--- config.mk ---
export PLATFORM = sky130hd
export DESIGN_NAME = pctr_cap_regs
export DESIGN_NICKNAME = d
export VERILOG_FILES = /design/src/include/pctr_pkg.sv /design/src/logic/pctr_cap_regs.sv
export VERILOG_INCLUDE_DIRS = /design/src /design/src/include
export SDC_FILE = /design/constraint.sdc
export NUM_CORES = 1
export LEC_CHECK = 0
export ABC_AREA = 0
export BUFFER_PORTS_ARGS = -buffer_cell sky130_fd_sc_hd__buf_4
export CAP_MARGIN = 20
export CORE_MARGIN = 2
export CORE_UTILIZATION = 58
export CTS_BUF_LIST = sky130_fd_sc_hd__clkbuf_4 sky130_fd_sc_hd__clkbuf_8
export DETAILED_ROUTE_END_ITERATION = 12
export GPL_ROUTABILITY_DRIVEN = 0
export HOLD_SLACK_MARGIN = 0.02
export PLACE_DENSITY = 0.9
export SETUP_SLACK_MARGIN = 0.05
export SYNTH_ARGS = -nofsm -noshare
export SYNTH_HDL_FRONTEND = slang
export SYNTH_SLANG_ARGS = --single-unit
--- constraint.sdc ---
create_clock -name ref_clk -period 6.3 [get_ports ref_clk]
set_input_delay 0.63 -clock ref_clk [delete_from_list [all_inputs] [get_ports ref_clk]]
set_output_delay 0.63 -clock ref_clk [all_outputs]
set_load 0.1 [all_outputs]
--- src/include/pctr_cfg.svh ---
`ifndef PCTR_CFG_SVH
`define PCTR_CFG_SVH

`define PCTR_AW            12
`define PCTR_OFF_PMC       12'h0DC
`define PCTR_OFF_PMCS      12'h0E0
`define PCTR_OFF_HS        12'h0E4
`define PCTR_OFF_VPD       12'h0E8
`define PCTR_OFF_PRODUCT_DATA_WORD  12'h0EC
`define PCTR_OFF_TW0_CTL   12'h100
`define PCTR_OFF_TW0_ADD   12'h104

`define PCTR_CAPABILITY_IDENTIFIER_PM     8'h01
`define PCTR_CAPABILITY_IDENTIFIER_HS     8'h06
`define PCTR_CAPABILITY_IDENTIFIER_VPD    8'h03
`define PCTR_NEXT_HS       8'hE4
`define PCTR_NEXT_VPD      8'hE8
`define PCTR_NEXT_END      8'h00
`define PCTR_PM_VERSION    3'h1
`define PCTR_WAKE_WMASK    5'h09

`define PCTR_PWR_D0        2'h0
`define PCTR_PWR_D3HOT     2'h3

`define PCTR_PTR_LSB       8
`define PCTR_PMC_SUP_LSB   27
`define PCTR_PMC_DSI       21
`define PCTR_PMC_CLK       19
`define PCTR_PMC_VER_LSB   16
`define PCTR_PMCS_ST       15
`define PCTR_PMCS_EN       8
`define PCTR_HS_INS        23
`define PCTR_HS_EXT        22
`define PCTR_HS_LED        19
`define PCTR_HS_EIM        17
`define PCTR_VPD_FLAG      31
`define PCTR_PRODUCT_DATA_ADDRESS_LSB  16
`define PCTR_CTL_EN        31
`define PCTR_CTL_BS_LSB    24
`define PCTR_CTL_PREFETCH_READ_ENABLE      23
`define PCTR_CTL_BRST      22
`define PCTR_CTL_INV       19
`define PCTR_CTL_TC_LSB    12
`define PCTR_CTL_DSZ_LSB   10
`define PCTR_CTL_POSTED_WRITE_ENABLE      7
`define PCTR_CTL_PAS       6
`define PCTR_ADD_BA_LSB    16
`define PCTR_LANE_FLAG     3
`define PCTR_LANE_ADDR     2
`define PCTR_WORD_ALIGN    2'h0
`define PCTR_MASK_ALL      16'hFFFF

`endif

--- src/include/pctr_pkg.sv ---
package pctr_pkg;
	typedef enum logic [1:0] {PCTR_VPD_IDLE, PCTR_VPD_WRITE, PCTR_VPD_READ} pctr_vpd_e;
	typedef logic [1:0]  pctr_pwr_t;
	typedef logic [3:0]  pctr_bs_t;
	typedef logic [15:0] pctr_hi_t;
endpackage : pctr_pkg

--- src/logic/pctr_cap_regs.sv ---
`include "pctr_cfg.svh"

//Contract
//RULE1 - wake support field: bit0 means wake from D0, bit3 from D3hot, others zero.
//RULE2 - state2, state1 support and aux power source read as zero.
//RULE3 - wake clock bit reads one exactly when any wake support bit is set.
//RULE4 - power capability reads version 001, next pointer E4, identifier 01.
//RULE5 - power state reads current state; only D0 and D3hot writes take effect.
//RULE6 - wake status sets on every wake event, clears on write one; PME# needs enable.
//RULE7 - insertion status sets when EEPROM load ends with disable option clear; W1C.
//RULE8 - extraction status sets on ejector switch high outside PCI reset; W1C.
//RULE9 - read-write LED bit and enumeration interrupt mask bit, both reset zero.
//RULE10 - hot swap identifier 06; next pointer E8 with product data, else 00.
//RULE11 - flag written one writes data word to EEPROM, flag clears when done.
//RULE12 - flag written zero reads EEPROM word into data, flag sets when done.
//RULE13 - product data address is word aligned, resets zero, low byte at address.
//RULE14 - product data capability reads identifier 03 and next pointer 00.
//RULE15 - host loads data before write start; read data valid once flag is one.
//RULE16 - image, prefetch, burst, posted enables reset zero; posting memory space only.
//RULE17 - endian invert flips local byte order; transaction code user field reset zero.
//RULE18 - destination width 00 is 32, 01 is 8, 10 is 16 bits.
//RULE19 - EEPROM-loaded block size and space are read only; space mirrors base register.
//RULE20 - unloaded fields reset zero, writable, base register off; disable option keeps local write. Code: option set turns base register on.
//RULE21 - window is 64K times two to block size; code masks low compared lines.
//RULE22 - compared lines replaced by translation bits when forming the local address.
//RULE23 - ENUM# driven while any hot swap status set and mask clear.
module pctr_cap_regs (
	input  wire logic                 ref_clk,
	input  wire logic                 resetn,
	input  wire logic                 pci_rst_n_pin,
	input  wire logic                 reg_rd,
	input  wire logic                 reg_wr,
	input  wire logic                 reg_local,
	input  wire logic [`PCTR_AW-1:0]  reg_addr,
	input  wire logic [3:0]           reg_be,
	input  wire logic [31:0]          reg_wdata,
	output logic [31:0]               reg_rdata,
	output logic                      reg_rvalid,
	input  wire logic                 wake_event,
	output logic                      pme_n_o,
	output logic                      pme_n_oe,
	input  wire logic                 ejector_switch_input,
	output logic                      enum_n_o,
	output logic                      enum_n_oe,
	output logic                      blue_led_on,
	input  wire logic                 host_bus_disable_option,
	input  wire logic                 ee_load_done,
	input  wire logic                 ee_fields_loaded,
	input  wire pctr_pkg::pctr_bs_t   ee_block_size,
	input  wire logic                 ee_address_space,
	input  wire logic                 vpd_enable,
	input  wire pctr_pkg::pctr_hi_t   bst0_base,
	input  wire logic                 bst0_address_space,
	output logic                      ee_req,
	output logic                      ee_we,
	output logic [7:0]                ee_addr,
	output logic [31:0]               ee_wdata,
	input  wire logic                 ee_done,
	input  wire logic [31:0]          ee_rdata,
	input  wire logic                 local_byte_order,
	input  wire logic [31:0]          pci_addr,
	output logic                      image_enable,
	output logic                      prefetch_read_enable,
	output logic                      burst_write_enable,
	output logic                      posted_write_allowed,
	output logic                      byte_order_eff,
	output logic [3:0]                local_transaction_code,
	output logic [1:0]                destination_port_width,
	output pctr_pkg::pctr_bs_t        block_size_code,
	output logic                      address_space_select,
	output logic                      base_bar_disable,
	output logic                      xlate_hit,
	output logic [31:0]               xlate_addr
);
	import pctr_pkg::*;

	function automatic logic [31:0] lane_mask(input logic [3:0] be);
		lane_mask = {{8{be[3]}}, {8{be[2]}}, {8{be[1]}}, {8{be[0]}}};
	endfunction : lane_mask

	function automatic logic [31:0] merge(input logic [31:0] old_v, input logic [31:0] new_v,
		input logic [31:0] m);
		merge = (old_v & ~m) | (new_v & m);
	endfunction : merge

	// one more low address line is dropped for each step of the code
	function automatic pctr_hi_t cmp_mask(input pctr_bs_t bs);
		cmp_mask = `PCTR_MASK_ALL << bs;
	endfunction : cmp_mask

	logic        pci_rst_meta, pci_rst_sync;
	logic        sw_meta, sw_sync;
	logic        opt_meta, opt_sync, opt_reg;
	logic        ld_prev, ee_loaded_reg;
	logic [4:0]  wake_support_states;
	logic        dsi_reg;
	logic        wake_status, wake_enable;
	pctr_pwr_t   power_state;
	logic        insertion_status, extraction_status;
	logic        blue_led_reg, enumeration_irq_mask;
	logic        product_data_flag;
	logic [7:0]  product_data_address;
	logic [31:0] product_data_word;
	pctr_vpd_e   vpd_state;
	logic        en_reg, prefetch_read_enable_reg, brst_reg, inv_reg, posted_write_enable_reg, pas_reg;
	pctr_bs_t    bs_reg;
	logic [3:0]  tc_reg;
	logic [1:0]  dsz_reg;
	pctr_hi_t    ba_reg, ta_reg;
	logic        pin_low_reg;

	logic        pci_clr, ld_rise, mirror, bs_wr_ok;
	logic [31:0] wm, rd_word, add_word;
	pctr_hi_t    base_eff, mask_eff;
	logic        pas_eff;

	assign pci_clr  = !pci_rst_sync;
	assign ld_rise  = ee_load_done && !ld_prev;
	assign wm       = lane_mask(reg_be);
	assign mirror   = ee_loaded_reg || opt_reg;
	// strap keeps local write access even over EEPROM values
	assign bs_wr_ok = !ee_loaded_reg || (opt_reg && reg_local); // RULE19 RULE20
	assign base_eff = mirror ? bst0_base : ba_reg;
	assign pas_eff  = (ee_loaded_reg && !opt_reg) ? bst0_address_space : pas_reg; // RULE19
	assign mask_eff = cmp_mask(bs_reg);
	assign add_word = merge({ba_reg, ta_reg}, reg_wdata, wm);

	always_ff @(posedge ref_clk or negedge resetn) begin
		if (!resetn) begin
			pci_rst_meta <= 1'b0;
			pci_rst_sync <= 1'b0;
			sw_meta      <= 1'b0;
			sw_sync      <= 1'b0;
			opt_meta     <= 1'b0;
			opt_sync     <= 1'b0;
		end else begin
			pci_rst_meta <= pci_rst_n_pin;
			pci_rst_sync <= pci_rst_meta;
			sw_meta      <= ejector_switch_input;
			sw_sync      <= sw_meta;
			opt_meta     <= host_bus_disable_option;
			opt_sync     <= opt_meta;
		end
	end

	// strap caught while PCI reset is held, frozen after release
	always_ff @(posedge ref_clk or negedge resetn) begin
		if (!resetn) begin
			opt_reg       <= 1'b0;
			ld_prev       <= 1'b0;
			ee_loaded_reg <= 1'b0;
		end else begin
			ld_prev <= ee_load_done;
			if (pci_clr) begin
				opt_reg       <= opt_sync;
				ee_loaded_reg <= 1'b0;
			end else if (ld_rise) begin
				ee_loaded_reg <= ee_fields_loaded;
			end
		end
	end

	// power management capability: only DSI and the D0 and D3hot support bits are writable
	always_ff @(posedge ref_clk or negedge resetn) begin
		if (!resetn) begin
			wake_support_states <= 5'h00;
			dsi_reg             <= 1'b0;
		end else if (pci_clr) begin
			wake_support_states <= 5'h00;
			dsi_reg             <= 1'b0;
		end else if (reg_wr && reg_local && reg_addr == `PCTR_OFF_PMC && reg_be[3]) begin
			wake_support_states <= reg_wdata[`PCTR_PMC_SUP_LSB +: 5] & `PCTR_WAKE_WMASK; // RULE1
			dsi_reg             <= reg_wdata[`PCTR_PMC_DSI] & reg_be[2];
		end
	end

	always_ff @(posedge ref_clk or negedge resetn) begin
		if (!resetn) begin
			wake_enable <= 1'b0;
			power_state <= `PCTR_PWR_D0;
		end else if (pci_clr) begin
			wake_enable <= 1'b0;
			power_state <= `PCTR_PWR_D0;
		end else if (reg_wr && reg_addr == `PCTR_OFF_PMCS) begin
			if (reg_be[1])
				wake_enable <= reg_wdata[`PCTR_PMCS_EN];
			// unimplemented states complete but change nothing
			if (reg_be[0] && (reg_wdata[1:0] == `PCTR_PWR_D0 || reg_wdata[1:0] == `PCTR_PWR_D3HOT))
				power_state <= reg_wdata[1:0]; // RULE5
		end
	end

	// set beats a same-cycle write-one clear so no event is lost
	always_ff @(posedge ref_clk or negedge resetn) begin
		if (!resetn) begin
			wake_status <= 1'b0;
		end else if (pci_clr) begin
			wake_status <= 1'b0;
		end else if (wake_event) begin
			wake_status <= 1'b1; // RULE6
		end else if (reg_wr && reg_addr == `PCTR_OFF_PMCS && wm[`PCTR_PMCS_ST]
			&& reg_wdata[`PCTR_PMCS_ST]) begin
			wake_status <= 1'b0; // RULE6
		end
	end

	always_ff @(posedge ref_clk or negedge resetn) begin
		if (!resetn) begin
			insertion_status  <= 1'b0;
			extraction_status <= 1'b0;
		end else if (pci_clr) begin
			insertion_status  <= 1'b0;
			extraction_status <= 1'b0;
		end else begin
			if (ld_rise && !opt_reg)
				insertion_status <= 1'b1; // RULE7
			else if (reg_wr && reg_addr == `PCTR_OFF_HS && wm[`PCTR_HS_INS] && reg_wdata[`PCTR_HS_INS])
				insertion_status <= 1'b0; // RULE7
			if (sw_sync)
				extraction_status <= 1'b1; // RULE8
			else if (reg_wr && reg_addr == `PCTR_OFF_HS && wm[`PCTR_HS_EXT] && reg_wdata[`PCTR_HS_EXT])
				extraction_status <= 1'b0; // RULE8
		end
	end

	always_ff @(posedge ref_clk or negedge resetn) begin
		if (!resetn) begin
			blue_led_reg         <= 1'b0;
			enumeration_irq_mask <= 1'b0;
		end else if (pci_clr) begin
			blue_led_reg         <= 1'b0;
			enumeration_irq_mask <= 1'b0;
		end else if (reg_wr && reg_addr == `PCTR_OFF_HS && reg_be[2]) begin
			blue_led_reg         <= reg_wdata[`PCTR_HS_LED]; // RULE9
			enumeration_irq_mask <= reg_wdata[`PCTR_HS_EIM]; // RULE9
		end
	end

	// product data access; a new flag write while busy is dropped
	always_ff @(posedge ref_clk or negedge resetn) begin
		if (!resetn) begin
			vpd_state            <= PCTR_VPD_IDLE;
			product_data_flag    <= 1'b0;
			product_data_address <= 8'h00;
			ee_req               <= 1'b0;
			ee_we                <= 1'b0;
			ee_addr              <= 8'h00;
		end else if (pci_clr) begin
			vpd_state            <= PCTR_VPD_IDLE;
			product_data_flag    <= 1'b0;
			product_data_address <= 8'h00;
			ee_req               <= 1'b0;
			ee_we                <= 1'b0;
			ee_addr              <= 8'h00;
		end else begin
			unique case (vpd_state)
				PCTR_VPD_IDLE: begin
					if (reg_wr && reg_addr == `PCTR_OFF_VPD) begin
						if (reg_be[`PCTR_LANE_ADDR])
							product_data_address <= {reg_wdata[`PCTR_PRODUCT_DATA_ADDRESS_LSB+2 +: 6], `PCTR_WORD_ALIGN}; // RULE13
						if (reg_be[`PCTR_LANE_FLAG]) begin
							product_data_flag <= reg_wdata[`PCTR_VPD_FLAG];
							ee_req            <= 1'b1;
							ee_we             <= reg_wdata[`PCTR_VPD_FLAG];
							ee_addr           <= reg_be[`PCTR_LANE_ADDR]
								? {reg_wdata[`PCTR_PRODUCT_DATA_ADDRESS_LSB+2 +: 6], `PCTR_WORD_ALIGN}
								: product_data_address;
							vpd_state         <= reg_wdata[`PCTR_VPD_FLAG] ? PCTR_VPD_WRITE : PCTR_VPD_READ;
						end
					end
				end
				PCTR_VPD_WRITE: begin
					if (ee_done) begin
						ee_req            <= 1'b0;
						product_data_flag <= 1'b0; // RULE11
						vpd_state         <= PCTR_VPD_IDLE;
					end
				end
				PCTR_VPD_READ: begin
					if (ee_done) begin
						ee_req            <= 1'b0;
						product_data_flag <= 1'b1; // RULE12
						vpd_state         <= PCTR_VPD_IDLE;
					end
				end
			endcase
		end
	end

	// data stays host writable during a read; the EEPROM result overrides it
	always_ff @(posedge ref_clk or negedge resetn) begin
		if (!resetn) begin
			product_data_word <= 32'h0000_0000;
		end else if (pci_clr) begin
			product_data_word <= 32'h0000_0000;
		end else if (vpd_state == PCTR_VPD_READ && ee_done) begin
			product_data_word <= ee_rdata; // RULE12
		end else if (reg_wr && reg_addr == `PCTR_OFF_PRODUCT_DATA_WORD) begin
			product_data_word <= merge(product_data_word, reg_wdata, wm);
		end
	end

	// fields kept only by the general reset
	always_ff @(posedge ref_clk or negedge resetn) begin
		if (!resetn) begin
			en_reg   <= 1'b0;
			prefetch_read_enable_reg <= 1'b0;
			brst_reg <= 1'b0;
			inv_reg  <= 1'b0;
			tc_reg   <= 4'h0;
			dsz_reg  <= 2'h0;
			posted_write_enable_reg <= 1'b0;
			ta_reg   <= 16'h0000;
		end else if (reg_wr && reg_addr == `PCTR_OFF_TW0_CTL) begin
			if (reg_be[3])
				en_reg <= reg_wdata[`PCTR_CTL_EN]; // RULE16
			if (reg_be[2]) begin
				prefetch_read_enable_reg <= reg_wdata[`PCTR_CTL_PREFETCH_READ_ENABLE]; // RULE16
				brst_reg <= reg_wdata[`PCTR_CTL_BRST]; // RULE16
				inv_reg  <= reg_wdata[`PCTR_CTL_INV]; // RULE17
			end
			if (reg_be[1]) begin
				tc_reg  <= reg_wdata[`PCTR_CTL_TC_LSB +: 4]; // RULE17
				dsz_reg <= reg_wdata[`PCTR_CTL_DSZ_LSB +: 2]; // RULE18
			end
			if (reg_be[0])
				posted_write_enable_reg <= reg_wdata[`PCTR_CTL_POSTED_WRITE_ENABLE]; // RULE16
		end else if (reg_wr && reg_addr == `PCTR_OFF_TW0_ADD) begin
			ta_reg <= add_word[15:0]; // RULE22
		end
	end

	always_ff @(posedge ref_clk or negedge resetn) begin
		if (!resetn) begin
			bs_reg  <= 4'h0;
			pas_reg <= 1'b0;
			ba_reg  <= 16'h0000;
		end else if (pci_clr) begin
			bs_reg  <= 4'h0; // RULE20
			pas_reg <= 1'b0; // RULE20
			ba_reg  <= 16'h0000;
		end else if (ld_rise && ee_fields_loaded) begin
			bs_reg  <= ee_block_size; // RULE19
			pas_reg <= ee_address_space; // RULE19
		end else if (reg_wr && reg_addr == `PCTR_OFF_TW0_CTL && bs_wr_ok) begin
			if (reg_be[3])
				bs_reg <= reg_wdata[`PCTR_CTL_BS_LSB +: 4]; // RULE20
			if (reg_be[0])
				pas_reg <= reg_wdata[`PCTR_CTL_PAS]; // RULE20
		end else if (reg_wr && reg_addr == `PCTR_OFF_TW0_ADD && !mirror) begin
			ba_reg <= add_word[31:16];
		end
	end

	always_comb begin
		rd_word = 32'h0000_0000;
		unique case (reg_addr)
			`PCTR_OFF_PMC: begin
				rd_word[`PCTR_PMC_SUP_LSB +: 5]   = wake_support_states; // RULE1 RULE2
				rd_word[`PCTR_PMC_DSI]            = dsi_reg;
				rd_word[`PCTR_PMC_CLK]            = |wake_support_states; // RULE3
				rd_word[`PCTR_PMC_VER_LSB +: 3]   = `PCTR_PM_VERSION; // RULE4
				rd_word[`PCTR_PTR_LSB +: 8]       = `PCTR_NEXT_HS; // RULE4
				rd_word[7:0]                      = `PCTR_CAPABILITY_IDENTIFIER_PM; // RULE4
			end
			`PCTR_OFF_PMCS: begin
				rd_word[`PCTR_PMCS_ST] = wake_status;
				rd_word[`PCTR_PMCS_EN] = wake_enable;
				rd_word[1:0]           = power_state; // RULE5
			end
			`PCTR_OFF_HS: begin
				rd_word[`PCTR_HS_INS]       = insertion_status;
				rd_word[`PCTR_HS_EXT]       = extraction_status;
				rd_word[`PCTR_HS_LED]       = blue_led_reg;
				rd_word[`PCTR_HS_EIM]       = enumeration_irq_mask;
				rd_word[`PCTR_PTR_LSB +: 8] = vpd_enable ? `PCTR_NEXT_VPD : `PCTR_NEXT_END; // RULE10
				rd_word[7:0]                = `PCTR_CAPABILITY_IDENTIFIER_HS; // RULE10
			end
			`PCTR_OFF_VPD: begin
				rd_word[`PCTR_VPD_FLAG]               = product_data_flag; // RULE15
				rd_word[`PCTR_PRODUCT_DATA_ADDRESS_LSB +: 8]      = product_data_address;
				rd_word[`PCTR_PTR_LSB +: 8]           = `PCTR_NEXT_END; // RULE14
				rd_word[7:0]                          = `PCTR_CAPABILITY_IDENTIFIER_VPD; // RULE14
			end
			`PCTR_OFF_PRODUCT_DATA_WORD: rd_word = product_data_word;
			`PCTR_OFF_TW0_CTL: begin
				rd_word[`PCTR_CTL_EN]             = en_reg;
				rd_word[`PCTR_CTL_BS_LSB +: 4]    = bs_reg;
				rd_word[`PCTR_CTL_PREFETCH_READ_ENABLE]           = prefetch_read_enable_reg;
				rd_word[`PCTR_CTL_BRST]           = brst_reg;
				rd_word[`PCTR_CTL_INV]            = inv_reg;
				rd_word[`PCTR_CTL_TC_LSB +: 4]    = tc_reg;
				rd_word[`PCTR_CTL_DSZ_LSB +: 2]   = dsz_reg;
				rd_word[`PCTR_CTL_POSTED_WRITE_ENABLE]           = posted_write_enable_reg;
				rd_word[`PCTR_CTL_PAS]            = pas_eff;
			end
			`PCTR_OFF_TW0_ADD: rd_word = {base_eff, ta_reg};
			default: rd_word = 32'h0000_0000;
		endcase
	end

	always_ff @(posedge ref_clk or negedge resetn) begin
		if (!resetn) begin
			reg_rdata  <= 32'h0000_0000;
			reg_rvalid <= 1'b0;
		end else begin
			reg_rvalid <= reg_rd;
			if (reg_rd)
				reg_rdata <= rd_word;
		end
	end

	// open-drain pins only ever pull low
	always_ff @(posedge ref_clk or negedge resetn) begin
		if (!resetn) begin
			pin_low_reg <= 1'b0;
			pme_n_oe    <= 1'b0;
			enum_n_oe   <= 1'b0;
			blue_led_on <= 1'b0;
		end else begin
			pin_low_reg <= 1'b0;
			pme_n_oe    <= wake_status && wake_enable; // RULE6
			enum_n_oe   <= (insertion_status || extraction_status) && !enumeration_irq_mask; // RULE23
			blue_led_on <= blue_led_reg; // RULE9
		end
	end
	assign pme_n_o  = pin_low_reg;
	assign enum_n_o = pin_low_reg;
	assign ee_wdata = product_data_word; // RULE15

	// decode controls and the registered address compare and translate
	always_ff @(posedge ref_clk or negedge resetn) begin
		if (!resetn) begin
			image_enable           <= 1'b0;
			prefetch_read_enable   <= 1'b0;
			burst_write_enable     <= 1'b0;
			posted_write_allowed   <= 1'b0;
			byte_order_eff         <= 1'b0;
			local_transaction_code <= 4'h0;
			destination_port_width <= 2'h0;
			block_size_code        <= 4'h0;
			address_space_select   <= 1'b0;
			base_bar_disable       <= 1'b1;
			xlate_hit              <= 1'b0;
			xlate_addr             <= 32'h0000_0000;
		end else begin
			image_enable           <= en_reg;
			prefetch_read_enable   <= prefetch_read_enable_reg;
			burst_write_enable     <= brst_reg;
			posted_write_allowed   <= posted_write_enable_reg && !pas_eff; // RULE16
			byte_order_eff         <= local_byte_order ^ inv_reg; // RULE17
			local_transaction_code <= tc_reg;
			destination_port_width <= dsz_reg; // RULE18
			block_size_code        <= bs_reg;
			address_space_select   <= pas_eff;
			base_bar_disable       <= !mirror; // RULE20
			xlate_hit              <= en_reg && (((pci_addr[31:16] ^ base_eff) & mask_eff) == 16'h0000); // RULE21
			xlate_addr             <= {(ta_reg & mask_eff) | (pci_addr[31:16] & ~mask_eff), pci_addr[15:0]}; // RULE22
		end
	end
endmodule : pctr_cap_regs

==> impl_metrics.csv <==
group,metric,value,unit
outcome,status,"finished, final reports clean",
logic_synthesis,synth_top_flop_cell,"dfrtp_1",
global_routing,grt_max_degree,136,
logic_synthesis,synthArstFlopShare,100,%
power,ir_drop,0.000224,V
cts,cts_resized,0,
logic_synthesis,yosysSeqAreaShare,53.8,%
logic_synthesis,synthDistinctLibCells,64,
floorplanning,fp.dieH,133,µm
critical_path,cp-end-kind,"flop",
cts,cts-hold-fix-buffers,0,
floorplanning,coreArea,0.0164,mm²
critical_path,ff2ff_setup_slack,3400,ps
timing,report.final.slew_viol_count,0,
global_routing,grt_pass1_vias,8506,
logic_synthesis,synth_area_per_cell,10.7,µm²
cts,cts_root_buffer,"clkbuf_8",
floorplanning,start_util,58.8,%
floorplanning,pin_count,278,
job,max_cap_violations,0,
cts,insertion_delay,520,ps
critical_path,r2r-start,"vpd_state[0]$_DFFE_PN0P_",
layout,layout-drive-gt1-share,34.6,%
global_routing,grtUsageTotal,34.6,%
global_routing,antenna_found_initial,0,
layout,syn_to_final_growth,30.5,%
place,dp_hpwl,21100,µm
critical_path,critical_path_arrival,3270,ps
logic_synthesis,synth_area,0.00964,mm²
timing,clock_skew,14.3,ps
logic_synthesis,synth_top_area_cell,"dfrtp_1",
timing,min_period,2900,ps
layout,antenna_cells,0,
routing,antenna_left,0,
routing,drc_errors,0,
cts,cts_tree,"built",
timing,setup_ws,3400,ps
routing,dr.pass1.iters,5,
critical_path,cp_max_fo,65,
timing,grt_setup_unrepaired,"no",
power,p_per_area,269,mW/mm²
cts,clock_sinks,207,
logic_synthesis,ys_warn_count,0,
cts,cts.clk_slew.worst_paths,60,ps
logic_synthesis,synth_edf_count,0,
routing,route.vias.total,8552,
global_routing,grt_pass1_wl,47100,µm
timing,setup_viol,0,
timing,hold_viol_final,0,
timing,fin_tns_setup,0,ps
critical_path,reg2reg_depth,8,
critical_path,crit_end,"ee_wdata[5]$_DFFE_PN0P_",
critical_path,cp-start-kind,"flop",
cts,clockBufferDepth,3,
logic_synthesis,synth-seq-cells,207,
timing,fmax,345,MHz
timing,worst_slew_pin_slew,1040,ps
floorplanning,rows,47,
routing,totalWireLength,30500,µm
global_routing,grt-ovfl-total,0,
cts,postCtsSetupRepairBufs,0,
critical_path,cp-startpoint,"vpd_state[0]$_DFFE_PN0P_",
logic_synthesis,synth_top_area_share,53.5,%
timing,relSlewSlack,30.4,%
layout,final_nets,1317,
place,dp_slack,3040,ps
place,io_buffers,275,
cts,numCtsBuffers,35,
routing,drt_iter0_markers,929,
timing,fin_crit_sh,46.1,%
critical_path,worstPathRequired,6660,ps
power,p_leak,6.15,nW
logic_synthesis,synthCells,901,
critical_path,crit_type,"flop to flop",
logic_synthesis,synth_area_leaders,"dfrtp_1 (53%), mux2i_1 (8.5%), mux2_2 (5.3%)",
routing,post_drt_wl_per_cell,21.6,µm
worst_hold_path,min_path_type,"primary input to async pin",
cts,cts.htree.levels,2,
critical_path,reg2reg_to,"ee_wdata[5]$_DFFE_PN0P_",
routing,vias_per_cell,6.07,
floorplanning,die_area,0.0177,mm²
floorplanning,die_w,133,µm
## metrics by stage
step	std cells	total power, mW	hold WS [ps]	cell area (µm²)	utilization [%]
finish	1410	3.38	172	12600	76.6
global route	1410	3.49	203	12600	76.6
CTS	1410	3.38	204	12600	76.6
detailed placement	1349	2.16	337	11800	72.2
global placement	1348	2.14	334	11800	72.1
floorplan	902	1.91	331	9640	-
## worst min path at each step
stage / endpoint / slack, ps / cells after the start
global route: xlate_addr[2]$_DFF_PN0_ / 200 / 1
finish: reg_rdata[29]$_DFFE_PN0P_ / 170 / 1
floorplan: async pin / 330 / 0
global placement: opt_sync$_DFF_PN0_ / 330 / 0
CTS: xlate_addr[2]$_DFF_PN0_ / 200 / 1
detailed placement: pci_rst_sync$_DFF_PN0_ / 340 / 0
## power breakdown
group          internal (mW)  leakage [nW]  switching, mW
registers               1.38          2.75         0.0494
clock network          0.697         0.398          0.545
logic                  0.191          3.00          0.519
total                   2.27          6.15           1.11
## final cells by class
class / instances / area, µm²
fill: 1086 / 3830
multi-input combinational: 619 / 4160
inverter: 18 / 67.6
clock inverter: 10 / 50.0
timing repair buffer: 285 / 2150
sequential: 207 / 5180
tap: 220 / 275
clock buffer: 51 / 683
## cells in the final DEF, fill, tap and decap left out, types with 3 or more instances in the layout
cell,instances
clkbuf_8,48
dfrtp_1,206
inv_1,18
o2111ai_1,3
a22oi_1,15
ha_1,3
nand4_1,3
mux2i_1,82
o21a_1,3
a311oi_1,3
nor3_1,10
nor2_1,87
and3_1,5
a221oi_1,13
a222oi_1,4
o21ai_0,52
nand3_1,10
a211oi_1,10
a31oi_1,6
and2_1,3
o211ai_1,33
a21oi_1,39
nand3b_1,4
clkinv_2,10
o22ai_1,7
clkbuf_4,3
o31ai_1,7
o31ai_2,4
mux2_2,45
nand2_1,107
xnor2_1,12
xor2_1,4
buf_4,283
nand2b_1,8
## per-layer routing
layer | up-vias | wire [µm] | global-route usage [%]
li1 | 3756 | - | -
met1 | 4196 | 11600 | 44.9
met2 | 510 | 15100 | 57.3
met3 | 90 | 2630 | 7.28
met4 | 0 | 1190 | 13.9
met5 | - | 0 | 0
## Yosys cell counts (3+ instances only)
cell type / n
nand3b_1: 4
ha_1: 3
mux2i_1: 82
dfrtp_1: 206
a311oi_1: 3
nand4_1: 3
a22oi_1: 15
nand3_1: 10
nor3_1: 10
a31oi_1: 6
o21a_1: 3
clkbuf_1: 46
xnor2_1: 12
mux2_2: 45
xor2_1: 4
o31ai_2: 4
inv_1: 18
nand2b_1: 8
a221oi_1: 13
a21oi_1: 40
o211ai_1: 33
buf_4: 4
and3_1: 5
a222oi_1: 4
o31ai_1: 7
and2_1: 3
a211oi_1: 10
o2111ai_1: 3
o22ai_1: 7
nor2_1: 88
nand2_1: 108
buf_2: 5
o21ai_0: 52
## critical path: stages (launching register included)
cell and delay, ps:
dfrtp_1 380, inv_1 80, ha_1 250, nand2_2 60, buf_4 560, nand2_1 190
a21oi_4 510, buf_4 480, o21ai_0 190
## cells by family after synthesis
kind of cell	synth area share, %
AND/OR/NAND/NOR	12.8
AO/OA/AOI/OAI	14.5
flip-flops	53.8
multiplexers	13.8
buffers and inverters	3.26
XOR/XNOR	1.45
adder cells (fa/ha/maj)	0.389
other	0.0389
(Power assumes the default switching activity.)
